**src/common/pwio_pkg.sv**
```systemverilog
package pwio_pkg;

   localparam int LINE_W = 16;
   localparam int AV_ADDR_W = 6;

   // byte addresses of the register words
   localparam logic [AV_ADDR_W-1:0] REG_INPUT = 6'h00;
   localparam logic [AV_ADDR_W-1:0] REG_OUTPUT = 6'h04;
   localparam logic [AV_ADDR_W-1:0] REG_STATUS = 6'h08;
   localparam logic [AV_ADDR_W-1:0] REG_MODE = 6'h0C;
   localparam logic [AV_ADDR_W-1:0] REG_DUAL = 6'h10;
   localparam logic [AV_ADDR_W-1:0] REG_BITIE = 6'h14;
   localparam logic [AV_ADDR_W-1:0] REG_CONN = 6'h18;
   localparam logic [AV_ADDR_W-1:0] REG_IRQ_STAT = 6'h1C;
   localparam logic [AV_ADDR_W-1:0] REG_IRQ_MASK = 6'h20;

   // status register fields
   localparam int STAT_IE_BIT = 14;
   localparam int STAT_REQ_BIT = 7;

   // sticky event bits
   localparam int IRQ_W = 2;
   localparam int IRQ_IN_BIT = 0;
   localparam int IRQ_OUT_BIT = 1;

   // reset values
   localparam logic [LINE_W-1:0] OUTPUT_RST = 16'h0000;
   localparam logic [LINE_W-1:0] MODE_RST = 16'h0000;
   localparam logic [LINE_W-1:0] DUAL_RST = 16'h0000;
   localparam logic [LINE_W-1:0] BITIE_RST = 16'h0000;
   localparam logic [LINE_W-1:0] CONN_RST = 16'hFFFF;
   localparam logic [IRQ_W-1:0] IRQ_MASK_RST = 2'h0;

   // avalon request bundle from the master
   typedef struct packed {
      logic [AV_ADDR_W-1:0] address;
      logic read;
      logic write;
      logic [31:0] writedata;
      logic [3:0] byteenable;
   } pwio_av_req_t;

endpackage

```
**src/rtl/pwio_top.sv**
```systemverilog
`timescale 1ns/1ps
`default_nettype none

// Function
// [RL1] unconnected input lines are forced so software reads them as zero; in register mode the code returns the latch, which conn does not mask
// [RL2] direct-mode input bits read the present line level, unlatched
// [RL3] register-mode input bits are set by a falling line transition
// [RL4] a latched bit stays set until software clears it
// [RL5] with interrupt enable on, a latched enabled bit requests an interrupt
// [RL6] register-mode latched bits are readable through the input register
// [RL7] bits 15:12 may latch on either edge and then interrupt
// [RL8] writing ones to the input register clears those latched bits, e.g. 15:12
// [RL9] writing bit 14 of the status register sets the input interrupt enable
// [RL10] software waits about 50 ms after an edge interrupt before reading data
// [RL11] output lines match input lines so two ports can be cross-connected
// [RL12] output register is written as two independent bytes with own load strobes
// [RL13] a word written out and looped back reads back unchanged
// [RL14] request holds while enable and a capable latched bit are set; the code also needs that bit's bitie enable set
module pwio_top #(
   parameter int DUAL_LO = 12, // lowest dual-edge capable bit
   parameter int DUAL_HI = 15  // highest dual-edge capable bit
) (
   input wire logic CLK_I, // 125 MHz clock
   input wire logic RSTN_I, // async reset, active low
   input wire pwio_pkg::pwio_av_req_t AV_REQ_I, // avalon request bundle
   output logic [31:0] AV_READDATA_O, // avalon read data
   output logic AV_WAITREQUEST_O, // avalon wait request
   input wire logic [pwio_pkg::LINE_W-1:0] IN_LINE_I, // external input lines
   output logic [pwio_pkg::LINE_W-1:0] OUT_LINE_O, // external output lines
   output logic [1:0] OUT_LOAD_O, // per byte load strobe
   output logic IN_REQ_O, // input interrupt request level
   output logic IRQ_O // masked sticky interrupt
);
   import pwio_pkg::*;

   if (DUAL_LO < 0 || DUAL_HI >= LINE_W || DUAL_LO > DUAL_HI) begin : g_bad_dual
      $error("pwio_top: dual-edge bit range out of the line width");
   end

   function automatic logic [LINE_W-1:0] dual_span(input int lo, input int hi);
      logic [LINE_W-1:0] m;
      m = '0;
      for (int i = 0; i < LINE_W; i++) begin
         if (i >= lo && i <= hi) begin
            m[i] = 1'b1;
         end
      end
      return m;
   endfunction

   function automatic logic [LINE_W-1:0] merge16(input logic [LINE_W-1:0] old,
                                                  input logic [31:0] wd,
                                                  input logic [3:0] be);
      logic [LINE_W-1:0] r;
      r = old;
      if (be[0]) begin
         r[7:0] = wd[7:0];
      end
      if (be[1]) begin
         r[15:8] = wd[15:8];
      end
      return r;
   endfunction

   localparam logic [LINE_W-1:0] DUAL_OK = dual_span(DUAL_LO, DUAL_HI);

   ////////////////////////////////////////////////////////////////////////////
   // reset release

   logic rst_meta;
   logic rst_n;

   always_ff @(posedge CLK_I or negedge RSTN_I) begin
      if (!RSTN_I) begin
         rst_meta <= 1'b0;
         rst_n <= 1'b0;
      end else begin
         rst_meta <= 1'b1;
         rst_n <= rst_meta;
      end
   end

   ////////////////////////////////////////////////////////////////////////////
   // avalon slave: one wait cycle on every access

   logic ack;
   logic req;
   logic wr_go;
   logic [31:0] wd;
   logic [3:0] be;
   logic [AV_ADDR_W-1:0] adr;

   assign req = AV_REQ_I.read | AV_REQ_I.write;
   assign wr_go = AV_REQ_I.write & ack;
   assign wd = AV_REQ_I.writedata;
   assign be = AV_REQ_I.byteenable;
   assign adr = {AV_REQ_I.address[AV_ADDR_W-1:2], 2'b00};
   assign AV_WAITREQUEST_O = req & ~ack;

   always_ff @(posedge CLK_I or negedge rst_n) begin
      if (!rst_n) begin
         ack <= 1'b0;
      end else begin
         ack <= req & ~ack;
      end
   end

   ////////////////////////////////////////////////////////////////////////////
   // configuration registers

   logic [LINE_W-1:0] mode;
   logic [LINE_W-1:0] dual;
   logic [LINE_W-1:0] bitie;
   logic [LINE_W-1:0] conn;
   logic ie;

   always_ff @(posedge CLK_I or negedge rst_n) begin
      if (!rst_n) begin
         mode <= MODE_RST;
         dual <= DUAL_RST;
         bitie <= BITIE_RST;
         conn <= CONN_RST;
      end else if (wr_go) begin
         if (adr == REG_MODE) begin
            mode <= merge16(mode, wd, be);
         end
         if (adr == REG_DUAL) begin
            dual <= merge16(dual, wd, be) & DUAL_OK; // [RL7]
         end
         if (adr == REG_BITIE) begin
            bitie <= merge16(bitie, wd, be);
         end
         if (adr == REG_CONN) begin
            conn <= merge16(conn, wd, be);
         end
      end
   end

   // the enable is a plain read/write bit so a handler can re-arm it
   always_ff @(posedge CLK_I or negedge rst_n) begin
      if (!rst_n) begin
         ie <= 1'b0;
      end else if (wr_go && adr == REG_STATUS && be[1]) begin
         ie <= wd[STAT_IE_BIT]; // [RL9]
      end
   end

   ////////////////////////////////////////////////////////////////////////////
   // input lines and edge latches

   logic [LINE_W-1:0] line;
   logic [LINE_W-1:0] prev;
   logic primed;
   logic [LINE_W-1:0] fall;
   logic [LINE_W-1:0] rise;
   logic [LINE_W-1:0] capable;
   logic [LINE_W-1:0] set_ev;
   logic [LINE_W-1:0] clr;
   logic [LINE_W-1:0] latch;
   logic [LINE_W-1:0] next_latch;
   logic [LINE_W-1:0] rd_input;

   assign line = IN_LINE_I & conn; // [RL1]
   assign fall = prev & ~line;
   assign rise = ~prev & line;
   assign capable = mode | (dual & DUAL_OK);
   // no edges until one line sample is held, so reset levels never count
   assign set_ev = primed ? ((mode & fall) | (dual & DUAL_OK & (fall | rise))) : '0; // [RL3] [RL7]
   assign clr = (wr_go && adr == REG_INPUT) ? merge16('0, wd, be) : '0; // [RL8]
   assign next_latch = (latch & ~clr) | set_ev; // [RL4]
   assign rd_input = (latch & mode) | (line & ~mode); // [RL2] [RL6] [RL13]

   always_ff @(posedge CLK_I or negedge rst_n) begin
      if (!rst_n) begin
         prev <= '0;
         primed <= 1'b0;
      end else begin
         prev <= line;
         primed <= 1'b1;
      end
   end

   always_ff @(posedge CLK_I or negedge rst_n) begin
      if (!rst_n) begin
         latch <= '0;
      end else begin
         latch <= next_latch; // [RL4]
      end
   end

   assign IN_REQ_O = ie & |(latch & capable & bitie); // [RL5] [RL14]

   ////////////////////////////////////////////////////////////////////////////
   // output register: same width and polarity as the inputs

   logic [LINE_W-1:0] out_reg;
   logic [1:0] load;

   always_ff @(posedge CLK_I or negedge rst_n) begin
      if (!rst_n) begin
         out_reg <= OUTPUT_RST;
         load <= 2'h0;
      end else begin
         load <= 2'h0;
         if (wr_go && adr == REG_OUTPUT) begin
            out_reg <= merge16(out_reg, wd, be); // [RL12]
            load <= be[1:0]; // [RL12]
         end
      end
   end

   assign OUT_LINE_O = out_reg; // [RL11]
   assign OUT_LOAD_O = load;

   ////////////////////////////////////////////////////////////////////////////
   // sticky interrupt status, write one to clear, set wins

   logic [IRQ_W-1:0] irq_stat;
   logic [IRQ_W-1:0] irq_mask;
   logic [IRQ_W-1:0] irq_ev;
   logic [IRQ_W-1:0] irq_clr;

   always_comb begin
      irq_ev = '0;
      irq_ev[IRQ_IN_BIT] = IN_REQ_O;
      irq_ev[IRQ_OUT_BIT] = |load;
   end

   assign irq_clr = (wr_go && adr == REG_IRQ_STAT && be[0]) ? wd[IRQ_W-1:0] : '0;

   always_ff @(posedge CLK_I or negedge rst_n) begin
      if (!rst_n) begin
         irq_stat <= '0;
      end else begin
         irq_stat <= (irq_stat & ~irq_clr) | irq_ev;
      end
   end

   always_ff @(posedge CLK_I or negedge rst_n) begin
      if (!rst_n) begin
         irq_mask <= IRQ_MASK_RST;
      end else if (wr_go && adr == REG_IRQ_MASK && be[0]) begin
         irq_mask <= wd[IRQ_W-1:0];
      end
   end

   assign IRQ_O = |(irq_stat & irq_mask);

   ////////////////////////////////////////////////////////////////////////////
   // read data, captured in the wait cycle and held through the answer

   logic [31:0] next_rdata;
   logic [31:0] rdata;

   always_comb begin
      next_rdata = 32'h0000_0000;
      unique case (adr)
         REG_INPUT: next_rdata[LINE_W-1:0] = rd_input; // [RL6]
         REG_OUTPUT: next_rdata[LINE_W-1:0] = out_reg;
         REG_STATUS: begin
            next_rdata[STAT_IE_BIT] = ie;
            next_rdata[STAT_REQ_BIT] = IN_REQ_O;
         end
         REG_MODE: next_rdata[LINE_W-1:0] = mode;
         REG_DUAL: next_rdata[LINE_W-1:0] = dual;
         REG_BITIE: next_rdata[LINE_W-1:0] = bitie;
         REG_CONN: next_rdata[LINE_W-1:0] = conn;
         REG_IRQ_STAT: next_rdata[IRQ_W-1:0] = irq_stat;
         REG_IRQ_MASK: next_rdata[IRQ_W-1:0] = irq_mask;
         default: next_rdata = 32'h0000_0000;
      endcase
   end

   always_ff @(posedge CLK_I or negedge rst_n) begin
      if (!rst_n) begin
         rdata <= 32'h0000_0000;
      end else if (AV_REQ_I.read && !ack) begin
         rdata <= next_rdata;
      end
   end

   assign AV_READDATA_O = rdata;

   ////////////////////////////////////////////////////////////////////////////
   // checks

   // the read checks except a_direct_level look at the captured word, so the capture path is covered too
   a_unconn_zero: assert property (@(posedge CLK_I) disable iff (!rst_n) // [RL1]
      (AV_REQ_I.read && !ack && adr == REG_INPUT)
      |=> ((AV_READDATA_O[LINE_W-1:0] & $past(~conn & ~mode)) == '0))
      else $error("unconnected direct bit reads nonzero");

   a_direct_level: assert property (@(posedge CLK_I) disable iff (!rst_n) // [RL2]
      ((rd_input ^ IN_LINE_I) & ~mode & conn) == '0)
      else $error("direct bit differs from its line");

   a_fall_sets: assert property (@(posedge CLK_I) disable iff (!rst_n) // [RL3]
      (primed && |(mode & prev & ~line))
      |=> ((latch & $past(mode & prev & ~line)) == $past(mode & prev & ~line)))
      else $error("falling edge did not set latch");

   a_latch_hold: assert property (@(posedge CLK_I) disable iff (!rst_n) // [RL4]
      !(wr_go && adr == REG_INPUT) |=> ((latch & $past(latch)) == $past(latch)))
      else $error("latched bit lost without a clear");

   a_latch_visible: assert property (@(posedge CLK_I) disable iff (!rst_n) // [RL6]
      (AV_REQ_I.read && !ack && adr == REG_INPUT)
      |=> ((AV_READDATA_O[LINE_W-1:0] & $past(latch & mode)) == $past(latch & mode)))
      else $error("latched input bit missing from read data");

   a_req_raise: assert property (@(posedge CLK_I) disable iff (!rst_n) // [RL5]
      (ie && !(wr_go && adr == REG_STATUS) && |(set_ev & bitie)) |=> IN_REQ_O ##1 irq_stat[IRQ_IN_BIT])
      else $error("enabled edge did not raise request and status");

   a_dual_edge: assert property (@(posedge CLK_I) disable iff (!rst_n) // [RL7]
      (primed && |(dual & DUAL_OK & (prev ^ line))) |=> |(latch & dual & DUAL_OK))
      else $error("dual-edge transition did not latch");

   a_top_clear: assert property (@(posedge CLK_I) disable iff (!rst_n) // [RL8]
      (wr_go && adr == REG_INPUT && be[1] && wd[15:12] == 4'hF && set_ev[15:12] == 4'h0)
      |=> latch[15:12] == 4'h0)
      else $error("clear of bits 15:12 failed");

   a_ie_write: assert property (@(posedge CLK_I) disable iff (!rst_n) // [RL9]
      (wr_go && adr == REG_STATUS && be[1] && wd[STAT_IE_BIT]) |=> ie)
      else $error("status write did not set enable");

   a_byte_split: assert property (@(posedge CLK_I) disable iff (!rst_n) // [RL12]
      (wr_go && adr == REG_OUTPUT && be[1:0] == 2'b01)
      |=> (OUT_LINE_O[15:8] == $past(OUT_LINE_O[15:8])) && OUT_LOAD_O == 2'b01)
      else $error("low byte write touched high byte");

   a_req_drop: assert property (@(posedge CLK_I) disable iff (!rst_n) // [RL14]
      (wr_go && adr == REG_INPUT && (clr & latch & capable) == (latch & capable) && set_ev == '0)
      |=> !IN_REQ_O)
      else $error("request stayed after its bits were cleared");

   // a clear that meets a new request must lose
   a_stat_set_wins: assert property (@(posedge CLK_I) disable iff (!rst_n)
      irq_ev[IRQ_IN_BIT] |=> irq_stat[IRQ_IN_BIT])
      else $error("input request did not set its sticky bit");

   a_bus_wait: assert property (@(posedge CLK_I) disable iff (!rst_n)
      (req && AV_WAITREQUEST_O) |=> !AV_WAITREQUEST_O)
      else $error("bus answer took more than one wait cycle");

endmodule

`default_nettype wire

```
**config.mk**
```make
export PLATFORM = sky130hd
export DESIGN_NAME = pwio_top
export DESIGN_NICKNAME = d
export VERILOG_FILES = /design/src/common/pwio_pkg.sv /design/src/rtl/pwio_top.sv
export SDC_FILE = /design/constraint.sdc
export NUM_CORES = 1
export LEC_CHECK = 0
export BUFFER_PORTS_ARGS = -buffer_cell sky130_fd_sc_hd__buf_4
export CAP_MARGIN = 20
export CORE_MARGIN = 10
export CORE_UTILIZATION = 38
export CTS_CLUSTER_DIAMETER = 80
export DETAILED_ROUTE_END_ITERATION = 10
export GPL_TIMING_DRIVEN = 0
export PLACE_DENSITY = 0.59
export SLEW_MARGIN = 15
export SYNTH_ARGS = -nofsm -noshare
export SYNTH_HDL_FRONTEND = slang
export SYNTH_SLANG_ARGS = --single-unit
```
**constraint.sdc**
```tcl
create_clock -name CLK_I -period 4.5 [get_ports CLK_I]
set_input_delay 0.9 -clock CLK_I [delete_from_list [all_inputs] [get_ports CLK_I]]
set_output_delay 0.9 -clock CLK_I [all_outputs]
set_load 0.02 [all_outputs]
```
==> summary.md, run 1 <==
| Metric | Value |
|---|---|
| Status | `finished clean` |
| Num CTS Buffers | `17` |
| Dpl cells | `832` |
| CP top delay family | `simple AND/OR/NAND/NOR gates` |
| # rows | `45` |
| Final Wtd Congestion | `0.855` |
| Worst path bufs/invs | `1` |
| Fmax | `339 MHz` |
| Clock sinks | `127` |
| Max cap viols | `0` |
| WP data arrival | `2.05 ns` |
| Worst Path Required | `3.60 ns` |
| Total power | `3.30 mW` |
| Share of layout cells above drive strength 1 | `0.360` |
| Final WL | `16.9 mm` |
| Clock Path Buffers | `2` |
| Hold buffer count at cts | `0` |
| Ant diodes | `0` |
| Pint | `2.43 mW` |
| Max rail drop VDD | `0.262 mV` |
| Ranking of synthesized cells by area | `dfrtp_1, mux2_2, dfstp_2` |
| CTS H-tree depth | `4` |
| CTS root buf | `clkbuf_16` |
| Cell Pwr Density | `437 nW/um^2` |
| Critical path startpoint category | `flop` |
| GRT Total Usage | `0.159` |
| Area delta synth->final | `26.0%` |
| Dpl hpwl | `12.1 mm` |
| Post-route cell area | `7560 um^2` |
| Clock latency at the later pin of the worst-skew pair | `0.42 ns` |
| Period utilisation layout | `0.656` |
| # IOs | `115` |
| CTS tree | `yes` |
| Sequential power share | `0.438` |
| Commonest non-fill, non-tap cell in the layout | `dfrtp_1` |
| DR vias/cell | `5.37` |
| Unrepaired setup endpoints after global routing | `false` |
| Async set-reset flop share out of synthesis | `1.00` |
| Top-area cell type share of the netlist area | `0.463` |
| Mapped Cells | `525` |
| Yosys warns | `0` |
| Min Tclk post-route | `2.95 ns` |
| Final setup fails | `0` |
| Initial Util | `0.392` |
| Cts repair resizes | `0` |
| Die ar. | `21,200 um^2` |
| GRT overflow | `0` |
| Antenna viol nets, final | `0` |
| Yosys top cell by area | `dfrtp_1` |
| Area of the mapped netlist | `6000 um^2` |
| Vias in the first global route | `4,741` |
| Syn_area_per_cell | `11.4 um^2` |
| Clock share of power | `0.422` |
| Comb power frac | `0.140` |
| Crit. End Element | `primary output` |
| Seq cells post-synth | `127` |
| Net load switching power | `0.874 mW` |
| Buffers on Ports | `77` |
| Pin count of the biggest net entering global routing | `46` |
| Number of synthesized flops with an enable pin | `0` |
| Sw Ratio | `0.264` |
| Top_reg_cell synth | `dfrtp_1` |
| Post-synthesis cell type count | `47` |
| Sequential area share after synthesis | `0.533` |
| Slowest CP cell | `dfrtp_1` |
| Max_slew headroom | `0.394` |
| Slew Limit Fails | `0` |
| Crit-path cells | `o211ai_1 > nand4_1 > nor4_1 > nor2b_1 > buf_4` |
| Vias | `4,637` |
| First drt pass iteration count | `7` |
| Critical Path Fanout Max | `6` |
| Die Span X | `146 um` |
| Non-Filler Instances | `864` |
| DP Area | `6960 um^2` |
| # DRC | `0` |
| DIE HEIGHT | `146 um` |
| Max stage delay on crit path | `0.43 ns` |
| 1st-iter DRT viols | `371` |
| Routed len/inst | `19.6 um` |
| Leakage | `3.53 nW` |
| Worst-Margin Slew | `0.904 ns` |
| Nets | `706` |
| Initial antenna violation count | `0` |
| Most frequent cells in the layout | `dfrtp_1, buf_4, mux2_2` |
| CP Class | `flop to primary output` |
| Clock slew at the register clock pins of the worst setup and hold paths | `0.05 ns` |
| First-pass GRT wire length | `26.7 mm` |
| Core ar. | `15,300 um^2` |
| Worst Skew | `0.0131 ns` |
| Hold Path Class | `primary input to async pin` |
| # Post-CTS Setup Buffers | `0` |
| Final hold violations | `0` |
==> metal layers <==
| layer | routed length [um] | track usage |
|---|---|---|
| met3 | 1070 | 0.0481 |
| met5 | 0 | 0 |
| met1 | 7730 | 0.207 |
| met4 | 266 | 0.0506 |
| met2 | 7840 | 0.247 |
==> path summary, 6_finish.rpt <==
kind / cells after the start / slack, ns / end / start
max: 5 / 1.55 / IN_REQ_O / mode[15]
min: 1 / 0.25 / rst_n / RSTN_I
max reg2reg: 5 / 2.52 / AV_READDATA_O[10] / ack
min reg2reg: 0 / 0.34 / OUT_LINE_O[9] / rst_n
max in group asynchronous: 2 / 3.21 / conn[1] / rst_n
min in group CLK_I: 0 / 0.35 / rst_n / rst_meta
==> Yosys cell counts (all sizes together), types with 7 or more instances <==
| cell | number |
|---|---|
| a21o | 7 |
| a21oi | 14 |
| a221oi | 8 |
| a22o | 10 |
| a22oi | 21 |
| buf | 27 |
| clkbuf | 11 |
| dfrtp | 111 |
| dfstp | 16 |
| inv | 21 |
| mux2 | 74 |
| nand2 | 57 |
| nand3 | 27 |
| nor2 | 17 |
| nor3 | 13 |
| o211ai | 10 |
| o21ai | 18 |
| o2bb2ai | 12 |
==> kinds of logic (layout without fill, tap and decap cells) <==
family / Yosys count / after routing / share of synthesized area
AOI/OAI and AO/OA: 113 / 113 / 0.135
adders and majority gates: 4 / 4 / 0.00835
buffers and inverters: 59 / 171 / 0.0492
DFF: 127 / 127 / 0.533
muxes: 80 / 80 / 0.149
other: 2 / 18 / 0.00125
and+or+nand+nor: 140 / 140 / 0.124
==> final cells by class <==
class | instances | area, um^2
timing repair buffer | 80 | 633
clock buffer | 22 | 464
inverter | 21 | 78.8
buffer | 38 | 216
tap | 211 | 264
fill | 1440 | 7760
sequential | 127 | 3200
multi-input combinational | 355 | 2560
clock inverter | 10 | 135
==> flip-flops by register name (all words and copies together) (netlist names) <==
register       flops
prev              16
mode              16
bitie             16
rst_n              1
irq_mask           2
primed             1
ie                 1
irq_stat           2
OUT_LOAD_O         2
latch             16
dual               4
OUT_LINE_O        16
AV_READDATA_O     16
rst_meta           1
ack                1
conn              16
==> power groups by stage <==
stage / combinational [mW] / clock (mW) / sequential [mW]
floorplan: 0.255 / 0 / 1.47
global placement: 0.431 / 0 / 1.47
CTS: 0.465 / 1.42 / 1.45
detailed placement: 0.463 / 0 / 1.47
finish: 0.463 / 1.39 / 1.45
global route: 0.506 / 1.47 / 1.47
==> per-stage QoR <==
stage	TNS, ns	hold slack, ns	util	worst slack (ns)
final	0	0.249	0.493	1.55
after global placement	-67.35	0.336	0.450	-0.629
after floorplan	0	0.331	-	0.728
after CTS	0	0.238	0.493	1.59
after global routing	0	0.237	0.493	1.49
after detailed placement	0	0.336	0.454	1.64
Note: power is estimated with default switching activity, not from simulation.
==> inputs of run 2 (changes only) <==
==> constraint.sdc (replaced) <==
create_clock -name CLK_I -period 2.8 [get_ports CLK_I]
set_input_delay 0.56 -clock CLK_I [delete_from_list [all_inputs] [get_ports CLK_I]]
set_output_delay 0.56 -clock CLK_I [all_outputs]
set_load 0.02 [all_outputs]
==> run 2 against run 1 <==
  * Combinational power rose by 61%
  * Non-clock buffer count rose by 1
  * Clock skew fell by 0.0020 ns
  * Routed wire length rose by 2.0%
  * Critical path depth did not move
  * Highest routed layer unchanged
==> summary.md, run 2 (synthesis gave the netlist of run 1 again) <==
| Metric | Value |
|---|---|
| Dpl hpwl | `12.1 mm (about the same)` |
| Commonest non-fill, non-tap cell in the layout | `dfrtp_1 (unchanged)` |
| # DRC | `0 (unchanged)` |
| CTS root buf | `clkbuf_16 (unchanged)` |
| Sequential power share | `0.450 (was 0.438)` |
| Fillers | `1,403 (was 1,440)` |
| Hold buffer count at cts | `1 (was 0)` |
| Max rail drop VDD | `0.472 mV (was 0.262 mV)` |
| Worst Path Required | `2.24 ns (was 3.60 ns)` |
| Min Tclk post-route | `2.55 ns` |
| Status | `finished clean (unchanged)` |
| WP data arrival | `1.99 ns (was 2.05 ns)` |
| Max cap viols | `0 (unchanged)` |
| Crit-path cells | `o211ai_1 > nand4_1 > nor4_1 > nor2b_1 > buf_4 (unchanged)` |
| Vias | `4,639 (was 4,637)` |
| Routed len/inst | `19.9 um (was 19.6 um)` |
| Hold Path Class | `flop to async pin (was primary input to async pin)` |
| First drt pass iteration count | `5 (was 7)` |
| Nets | `707 (was 706)` |
| Critical Path Fanout Max | `6 (unchanged)` |
| First-pass GRT wire length | `27.4 mm (was 26.7 mm)` |
| Period utilisation layout | `0.911` |
| R2r setup slk | `0.80 ns (was 2.52 ns)` |
| Slew Limit Fails | `0 (unchanged)` |
| Setup_tns | `0 ns (unchanged)` |
| Net load switching power | `1.38 mW (was 0.874 mW)` |
| CP Class | `flop to primary output (unchanged)` |
| Vias in the first global route | `4,839 (was 4,741)` |
| # rows | `45 (unchanged)` |
| Worst Skew | `0.0111 ns (was 0.0131 ns)` |
| Pin count of the biggest net entering global routing | `51 (was 46)` |
| Pint | `3.80 mW (was 2.43 mW)` |
| Core ar. | `15,300 um^2 (unchanged)` |
| Cells on worst reg2reg path | `5 (unchanged)` |
| Area delta synth->final | `25.7% (was 26.0%)` |
| Clock slew at the register clock pins of the worst setup and hold paths | `0.05 ns (about the same)` |
| Dpl cells | `832 (unchanged)` |
| # IOs | `115 (unchanged)` |
| DR vias/cell | `5.36 (was 5.37)` |
| Non-Filler Instances | `865 (was 864)` |
| Fmax | `392 MHz` |
| # Post-CTS Setup Buffers | `0 (unchanged)` |
| Die ar. | `21,200 um^2 (unchanged)` |
| Reg-to-reg endpoint | `AV_READDATA_O[8] (was AV_READDATA_O[10])` |
| Place WS | `0.299 ns (was 1.64 ns)` |
| RR Startpoint | `ack (unchanged)` |
| Final setup fails | `0 (unchanged)` |
| Comb power frac | `0.144 (was 0.140)` |
| Final hold violations | `0 (unchanged)` |
| Most frequent cells in the layout | `dfrtp_1, buf_4, mux2_2 (unchanged)` |
| Die Span X | `146 um (unchanged)` |
| Num CTS Buffers | `17 (unchanged)` |
| Max stage delay on crit path | `0.43 ns (about the same)` |
| Final WS setup | `0.250 ns (was 1.55 ns)` |
| Worst-Margin Slew | `1.06 ns (was 0.904 ns)` |
| Ant diodes | `0 (unchanged)` |
| Final Wtd Congestion | `0.832 (was 0.855)` |
| Clock Path Buffers | `2 (unchanged)` |
| Sw Ratio | `0.267 (was 0.264)` |
| Slowest CP cell | `dfrtp_1 (unchanged)` |
| CTS tree | `yes (unchanged)` |
| GRT Total Usage | `0.163 (was 0.159)` |
| Clock sinks | `127 (unchanged)` |
| Cts repair resizes | `0 (unchanged)` |
| CP top delay family | `simple AND/OR/NAND/NOR gates (unchanged)` |
| Buffers on Ports | `77 (unchanged)` |
| Initial Util | `0.392 (unchanged)` |
| Clock share of power | `0.407 (was 0.422)` |
| Initial antenna violation count | `0 (unchanged)` |
| Crit. End Element | `primary output (unchanged)` |
| Cell Pwr Density | `687 nW/um^2 (was 437 nW/um^2)` |
| GRT overflow | `0 (unchanged)` |
| Worst path bufs/invs | `1 (unchanged)` |
| Clock latency at the later pin of the worst-skew pair | `0.42 ns (about the same)` |
| Unrepaired setup endpoints after global routing | `false (unchanged)` |
| Max_slew headroom | `0.287 (was 0.394)` |
| CTS H-tree depth | `4 (unchanged)` |
| Antenna viol nets, final | `0 (unchanged)` |
| DIE HEIGHT | `146 um (unchanged)` |
| Final WL | `17.2 mm (was 16.9 mm)` |
| Critical path startpoint category | `flop (unchanged)` |
| 1st-iter DRT viols | `497 (was 371)` |
| Leakage | `3.52 nW (was 3.53 nW)` |
| Share of layout cells above drive strength 1 | `0.358 (was 0.360)` |
[run 2: power groups by stage]
| stage | registers (mW) | logic (mW) | clock network [mW] |
|---|---|---|---|
| floorplan | 2.36 | 0.410 | 0 |
| global placement | 2.36 | 0.694 | 0 |
| detailed placement | 2.35 | 0.746 | 0 |
| CTS | 2.32 | 0.750 | 2.14 |
| global route | 2.36 | 0.818 | 2.23 |
| finish | 2.33 | 0.745 | 2.11 |
[run 2: worst max path at each step]
| stage | from | end | cells after the start |
|---|---|---|---|
| 2_1_floorplan | rst_n | AV_READDATA_O[0] | 0 |
| 3_3_place_gp | rst_n | latch[1] | 0 |
| 3_5_place_dp | AV_REQ_I[42] | latch[13] | 7 |
| 4_1_cts | mode[14] | IN_REQ_O | 5 |
| 5_1_grt | mode[14] | IN_REQ_O | 5 |
| 6_report | mode[14] | IN_REQ_O | 5 |
[run 2: cell type report]
type,instances,area [um^2],share of cell area
Buffer,38,216,0.0287
Multi-Input combinational cell,355,2560,0.340
Timing Repair Buffer,81,647,0.0858
Clock buffer,26,509,0.0676
Sequential cell,127,3200,0.425
Tap cell,211,264,0.0350
Inverter,21,78.8,0.0105
Clock inverter,6,57.6,0.00763
[run 2: worst reg2reg max path, cell delays in order, from the launching register on]
cell and delay, ns:
dfrtp_1 0.40, nand2b_1 0.12, clkbuf_1 0.37, clkbuf_1 0.67, a31oi_1 0.14, a21o_1 0.20
[run 2: per-stage QoR]
step	hold WS, ns	utilization	power [mW]	area [um^2]
2_1_floorplan	0.264	-	2.77	6060
3_3_place_gp	0.337	0.451	3.06	6900
3_5_place_dp	0.320	0.455	3.10	6960
4_1_cts	0.330	0.492	5.22	7540
5_1_grt	0.359	0.492	5.41	7540
6_report	0.309	0.492	5.18	7540
[run 2: metal layers]
layer | wire length [um] | track usage
met1 | 7700 | 0.214
met5 | 0 | 0
met3 | 1130 | 0.0466
met4 | 162 | 0.0576
met2 | 8260 | 0.251
==> inputs of run 3 (changes only) <==
--- a/config.mk
+++ b/config.mk
@@ -5,6 +5,7 @@
 export SDC_FILE = /design/constraint.sdc
 export NUM_CORES = 1
 export LEC_CHECK = 0
+export ABC_AREA = 1
 export BUFFER_PORTS_ARGS = -buffer_cell sky130_fd_sc_hd__buf_4
 export CAP_MARGIN = 20
 export CORE_MARGIN = 10
@@ -12,7 +13,7 @@
 export CTS_CLUSTER_DIAMETER = 80
 export DETAILED_ROUTE_END_ITERATION = 10
 export GPL_TIMING_DRIVEN = 0
-export PLACE_DENSITY = 0.59
+export PLACE_DENSITY = 0.6
 export SLEW_MARGIN = 15
 export SYNTH_ARGS = -nofsm -noshare
 export SYNTH_HDL_FRONTEND = slang
==> run 3 against run 2 <==
  * Clock power increased by 4%
  * Register-to-register slack improved by 0.32 ns
  * Final cell count increased by 19%
  * Fmax increased by 5.6%
  * First-iteration DRC count decreased by 32%
  * Via count increased by 9.2%
  * Clock-buffer cell count unchanged
  * Cell area decreased by 1.5%
  * Sequential share of layout area increased by 0.65 points
  * Worst hold slack got worse by 0.014 ns
  * Combinational power about the same
==> summary.md, run 3 <==
| Metric | Value |
|---|---|
| 1st-iter DRT viols | `340 (was 497)` |
| CTS root buf | `clkbuf_16 (unchanged)` |
| Clock slew at the register clock pins of the worst setup and hold paths | `0.06 ns (was 0.05 ns)` |
| Vias | `5,064 (was 4,639)` |
| # IOs | `115 (unchanged)` |
| Critical Path Fanout Max | `6 (unchanged)` |
| Fillers | `1,537 (was 1,403)` |
| Fmax | `414 MHz (was 392 MHz)` |
| Dpl hpwl | `12.2 mm (was 12.1 mm)` |
| Syn_area_per_cell | `8.27 um^2 (was 11.4 um^2)` |
| Die ar. | `20,900 um^2 (was 21,200 um^2)` |
| # rows | `45 (unchanged)` |
| CP top delay family | `simple AND/OR/NAND/NOR gates (unchanged)` |
| Leakage | `3.77 nW (was 3.52 nW)` |
| Non-Filler Instances | `1,030 (was 865)` |
| DP Area | `6840 um^2 (was 6960 um^2)` |
| Clock sinks | `127 (unchanged)` |
| Nets | `895 (was 707)` |
| Pin count of the biggest net entering global routing | `51 (unchanged)` |
| Cell Pwr Density | `709 nW/um^2 (was 687 nW/um^2)` |
| Max rail drop VDD | `0.451 mV (was 0.472 mV)` |
| Worst hold slack | `0.295 ns (was 0.309 ns)` |
| Area of the mapped netlist | `5900 um^2 (was 6000 um^2)` |
| GRT Total Usage | `0.172 (was 0.163)` |
| CTS tree | `yes (unchanged)` |
| Crit-path cells | `nand3_1 > nand2_1 > nor2_1 > nand2_1 > o21ai_0 > inv_1 > buf_4 (was o211ai_1 > nand4_1 > nor4_1 > nor2b_1 > buf_4)` |
| Post-route cell area | `7420 um^2 (was 7540 um^2)` |
| GRT overflow | `0 (unchanged)` |
| Antenna viol nets, final | `0 (unchanged)` |
| Share of layout cells above drive strength 1 | `0.198 (was 0.358)` |
| Top cells by count, synth | `nand2_1, o21ai_0, dfrtp_1, inv_1, nand3_1 (was dfrtp_1, mux2_2, nand2_1, nand3_1)` |
| Register Area | `3200 um^2 (unchanged)` |
| Most frequent cells in the layout | `nand2_1, o21ai_0, dfrtp_1 (was dfrtp_1, buf_4, mux2_2)` |
| DR vias/cell | `4.92 (was 5.36)` |
| Max stage delay on crit path | `0.43 ns (about the same)` |
| Top-area cell type share of the netlist area | `0.471 (was 0.463)` |
| Crit. End Element | `primary output (unchanged)` |
| Max_slew headroom | `0.495 (was 0.287)` |
| Number of synthesized flops with an enable pin | `0 (unchanged)` |
| Worst-Margin Slew | `0.758 ns (was 1.06 ns)` |
| Async set-reset flop share out of synthesis | `1.00 (unchanged)` |
| Die Span X | `145 um (was 146 um)` |
| Initial antenna violation count | `0 (unchanged)` |
| Status | `finished clean (unchanged)` |
| Num CTS Buffers | `17 (unchanged)` |
| Sequential area share after synthesis | `0.542 (was 0.533)` |
| Seq cells post-synth | `127 (unchanged)` |
| Min Tclk post-route | `2.42 ns (was 2.55 ns)` |
| Critical path startpoint category | `flop (unchanged)` |
| Period utilisation layout | `0.863 (was 0.911)` |
| Vias in the first global route | `5,014 (was 4,839)` |
| Final Wtd Congestion | `0.830 (was 0.832)` |
| Multi-input logic area | `2290 um^2 (was 2560 um^2)` |
| Cell mode on critical path | `nand2_1` |
| Area delta synth->final | `25.9% (was 25.7%)` |
| Dpl cells | `997 (was 832)` |
| Worst Skew | `0.00897 ns (was 0.0111 ns)` |
| Slowest CP cell | `dfrtp_1 (unchanged)` |
| Clock latency at the later pin of the worst-skew pair | `0.42 ns (about the same)` |
| First drt pass iteration count | `5 (unchanged)` |
| Initial Util | `0.388 (was 0.392)` |
| WP data arrival | `1.86 ns (was 1.99 ns)` |
| Hold Path Class | `flop to async pin (unchanged)` |
| DIE HEIGHT | `145 um (was 146 um)` |
| Yosys warns | `0 (unchanged)` |
| CTS H-tree depth | `4 (unchanged)` |
| Unrepaired setup endpoints after global routing | `false (unchanged)` |
| Total power | `5.27 mW (was 5.18 mW)` |
| Most frequent cell after synthesis | `nand2_1 (was dfrtp_1)` |
| Core ar. | `15,200 um^2 (was 15,300 um^2)` |
| Routed len/inst | `16.6 um (was 19.9 um)` |
| Slew Limit Fails | `0 (unchanged)` |
| Final hold violations | `0 (unchanged)` |
| # DRC | `0 (unchanged)` |
| Final WL | `17.1 mm (was 17.2 mm)` |
| Ant diodes | `0 (unchanged)` |
| Final setup fails | `0 (unchanged)` |
| Ranking of synthesized cells by area | `dfrtp_1, nand2_1, o21ai_0 (was dfrtp_1, mux2_2, dfstp_2)` |
| Yosys top cell by area | `dfrtp_1 (unchanged)` |
| Worst path bufs/invs | `2 (was 1)` |
| CP Class | `flop to primary output (unchanged)` |
| Mapped Cells | `713 (was 525)` |
| Max cap viols | `0 (unchanged)` |
| Post-synthesis cell type count | `29 (was 47)` |
| Buffers on Ports | `78 (was 77)` |
| Clock Path Buffers | `2 (unchanged)` |
| Core Util, Final | `0.488 (was 0.492)` |
| Worst Path Required | `2.24 ns (about the same)` |
| Commonest non-fill, non-tap cell in the layout | `nand2_1 (was dfrtp_1)` |
| Top_reg_cell synth | `dfrtp_1 (unchanged)` |
| First-pass GRT wire length | `27.3 mm (was 27.4 mm)` |
[run 3: metal layers]
metal / global-route usage / wire length (um) / vias to the layer above
met5: 0 / 0 / -
met4: 0.0638 / 343 / 0
met3: 0.0456 / 1050 / 26
met2: 0.266 / 7820 / 126
met1: 0.226 / 7930 / 2406
li1: - / - / 2506
[run 3: layout make-up]
class                   instances  share of cell area
clock buffers                  26              0.0672
multi-input cells             505               0.308
plain buffers                  31              0.0300
clock inverters                 6              0.0108
repair buffers                 81              0.0876
well taps                     188              0.0317
flip-flops and latches        127               0.431
inverters                      66              0.0334
[run 3: worst paths after layout]
check / start / end / slack [ns] / cells after the start
worst min-delay path: rst_n / AV_READDATA_O[11] / 0.30 / 0
max in group asynchronous: rst_n / conn[1] / 1.81 / 1
worst min register to register: rst_n / AV_READDATA_O[11] / 0.30 / 0
worst max register to register: ack / conn[8] / 1.12 / 7
min in group CLK_I: rst_meta / rst_n / 0.35 / 0
worst max-delay path: mode[4] / IN_REQ_O / 0.38 / 7
[run 3: kinds of logic (layout without fill, tap and decap cells)]
group / Yosys count / count (layout) / share of synthesized area
buffers and inverters: 97 / 210 / 0.0798
AOI/OAI and AO/OA: 156 / 156 / 0.138
adders and majority gates: 4 / 4 / 0.00849
DFF: 127 / 127 / 0.542
and+or+nand+nor: 327 / 327 / 0.230
other: 2 / 18 / 0.00127
[run 3: through the flow]
stage / setup TNS [ns] / setup WS (ns)
4_1_cts: 0 / 0.362
3_5_place_dp: 0 / 0.646
2_1_floorplan: 0 / 0.699
3_3_place_gp: -18.11 / -0.175
5_1_grt: 0 / 0.202
6_report: 0 / 0.385
[run 3: power breakdown]
part	switching, mW	internal, mW	leakage, nW	total (mW)
clock	0.789	1.40	0.288	2.19
combinational	0.440	0.307	1.86	0.747
sequential	0.216	2.12	1.62	2.33
[run 3: repair_timing]
item                      4_1_cts  5_1_grt
gates resized for setup         0        0
buffers inserted                0        0
hold buffers                    1        0
hold endpoints to repair        2        0
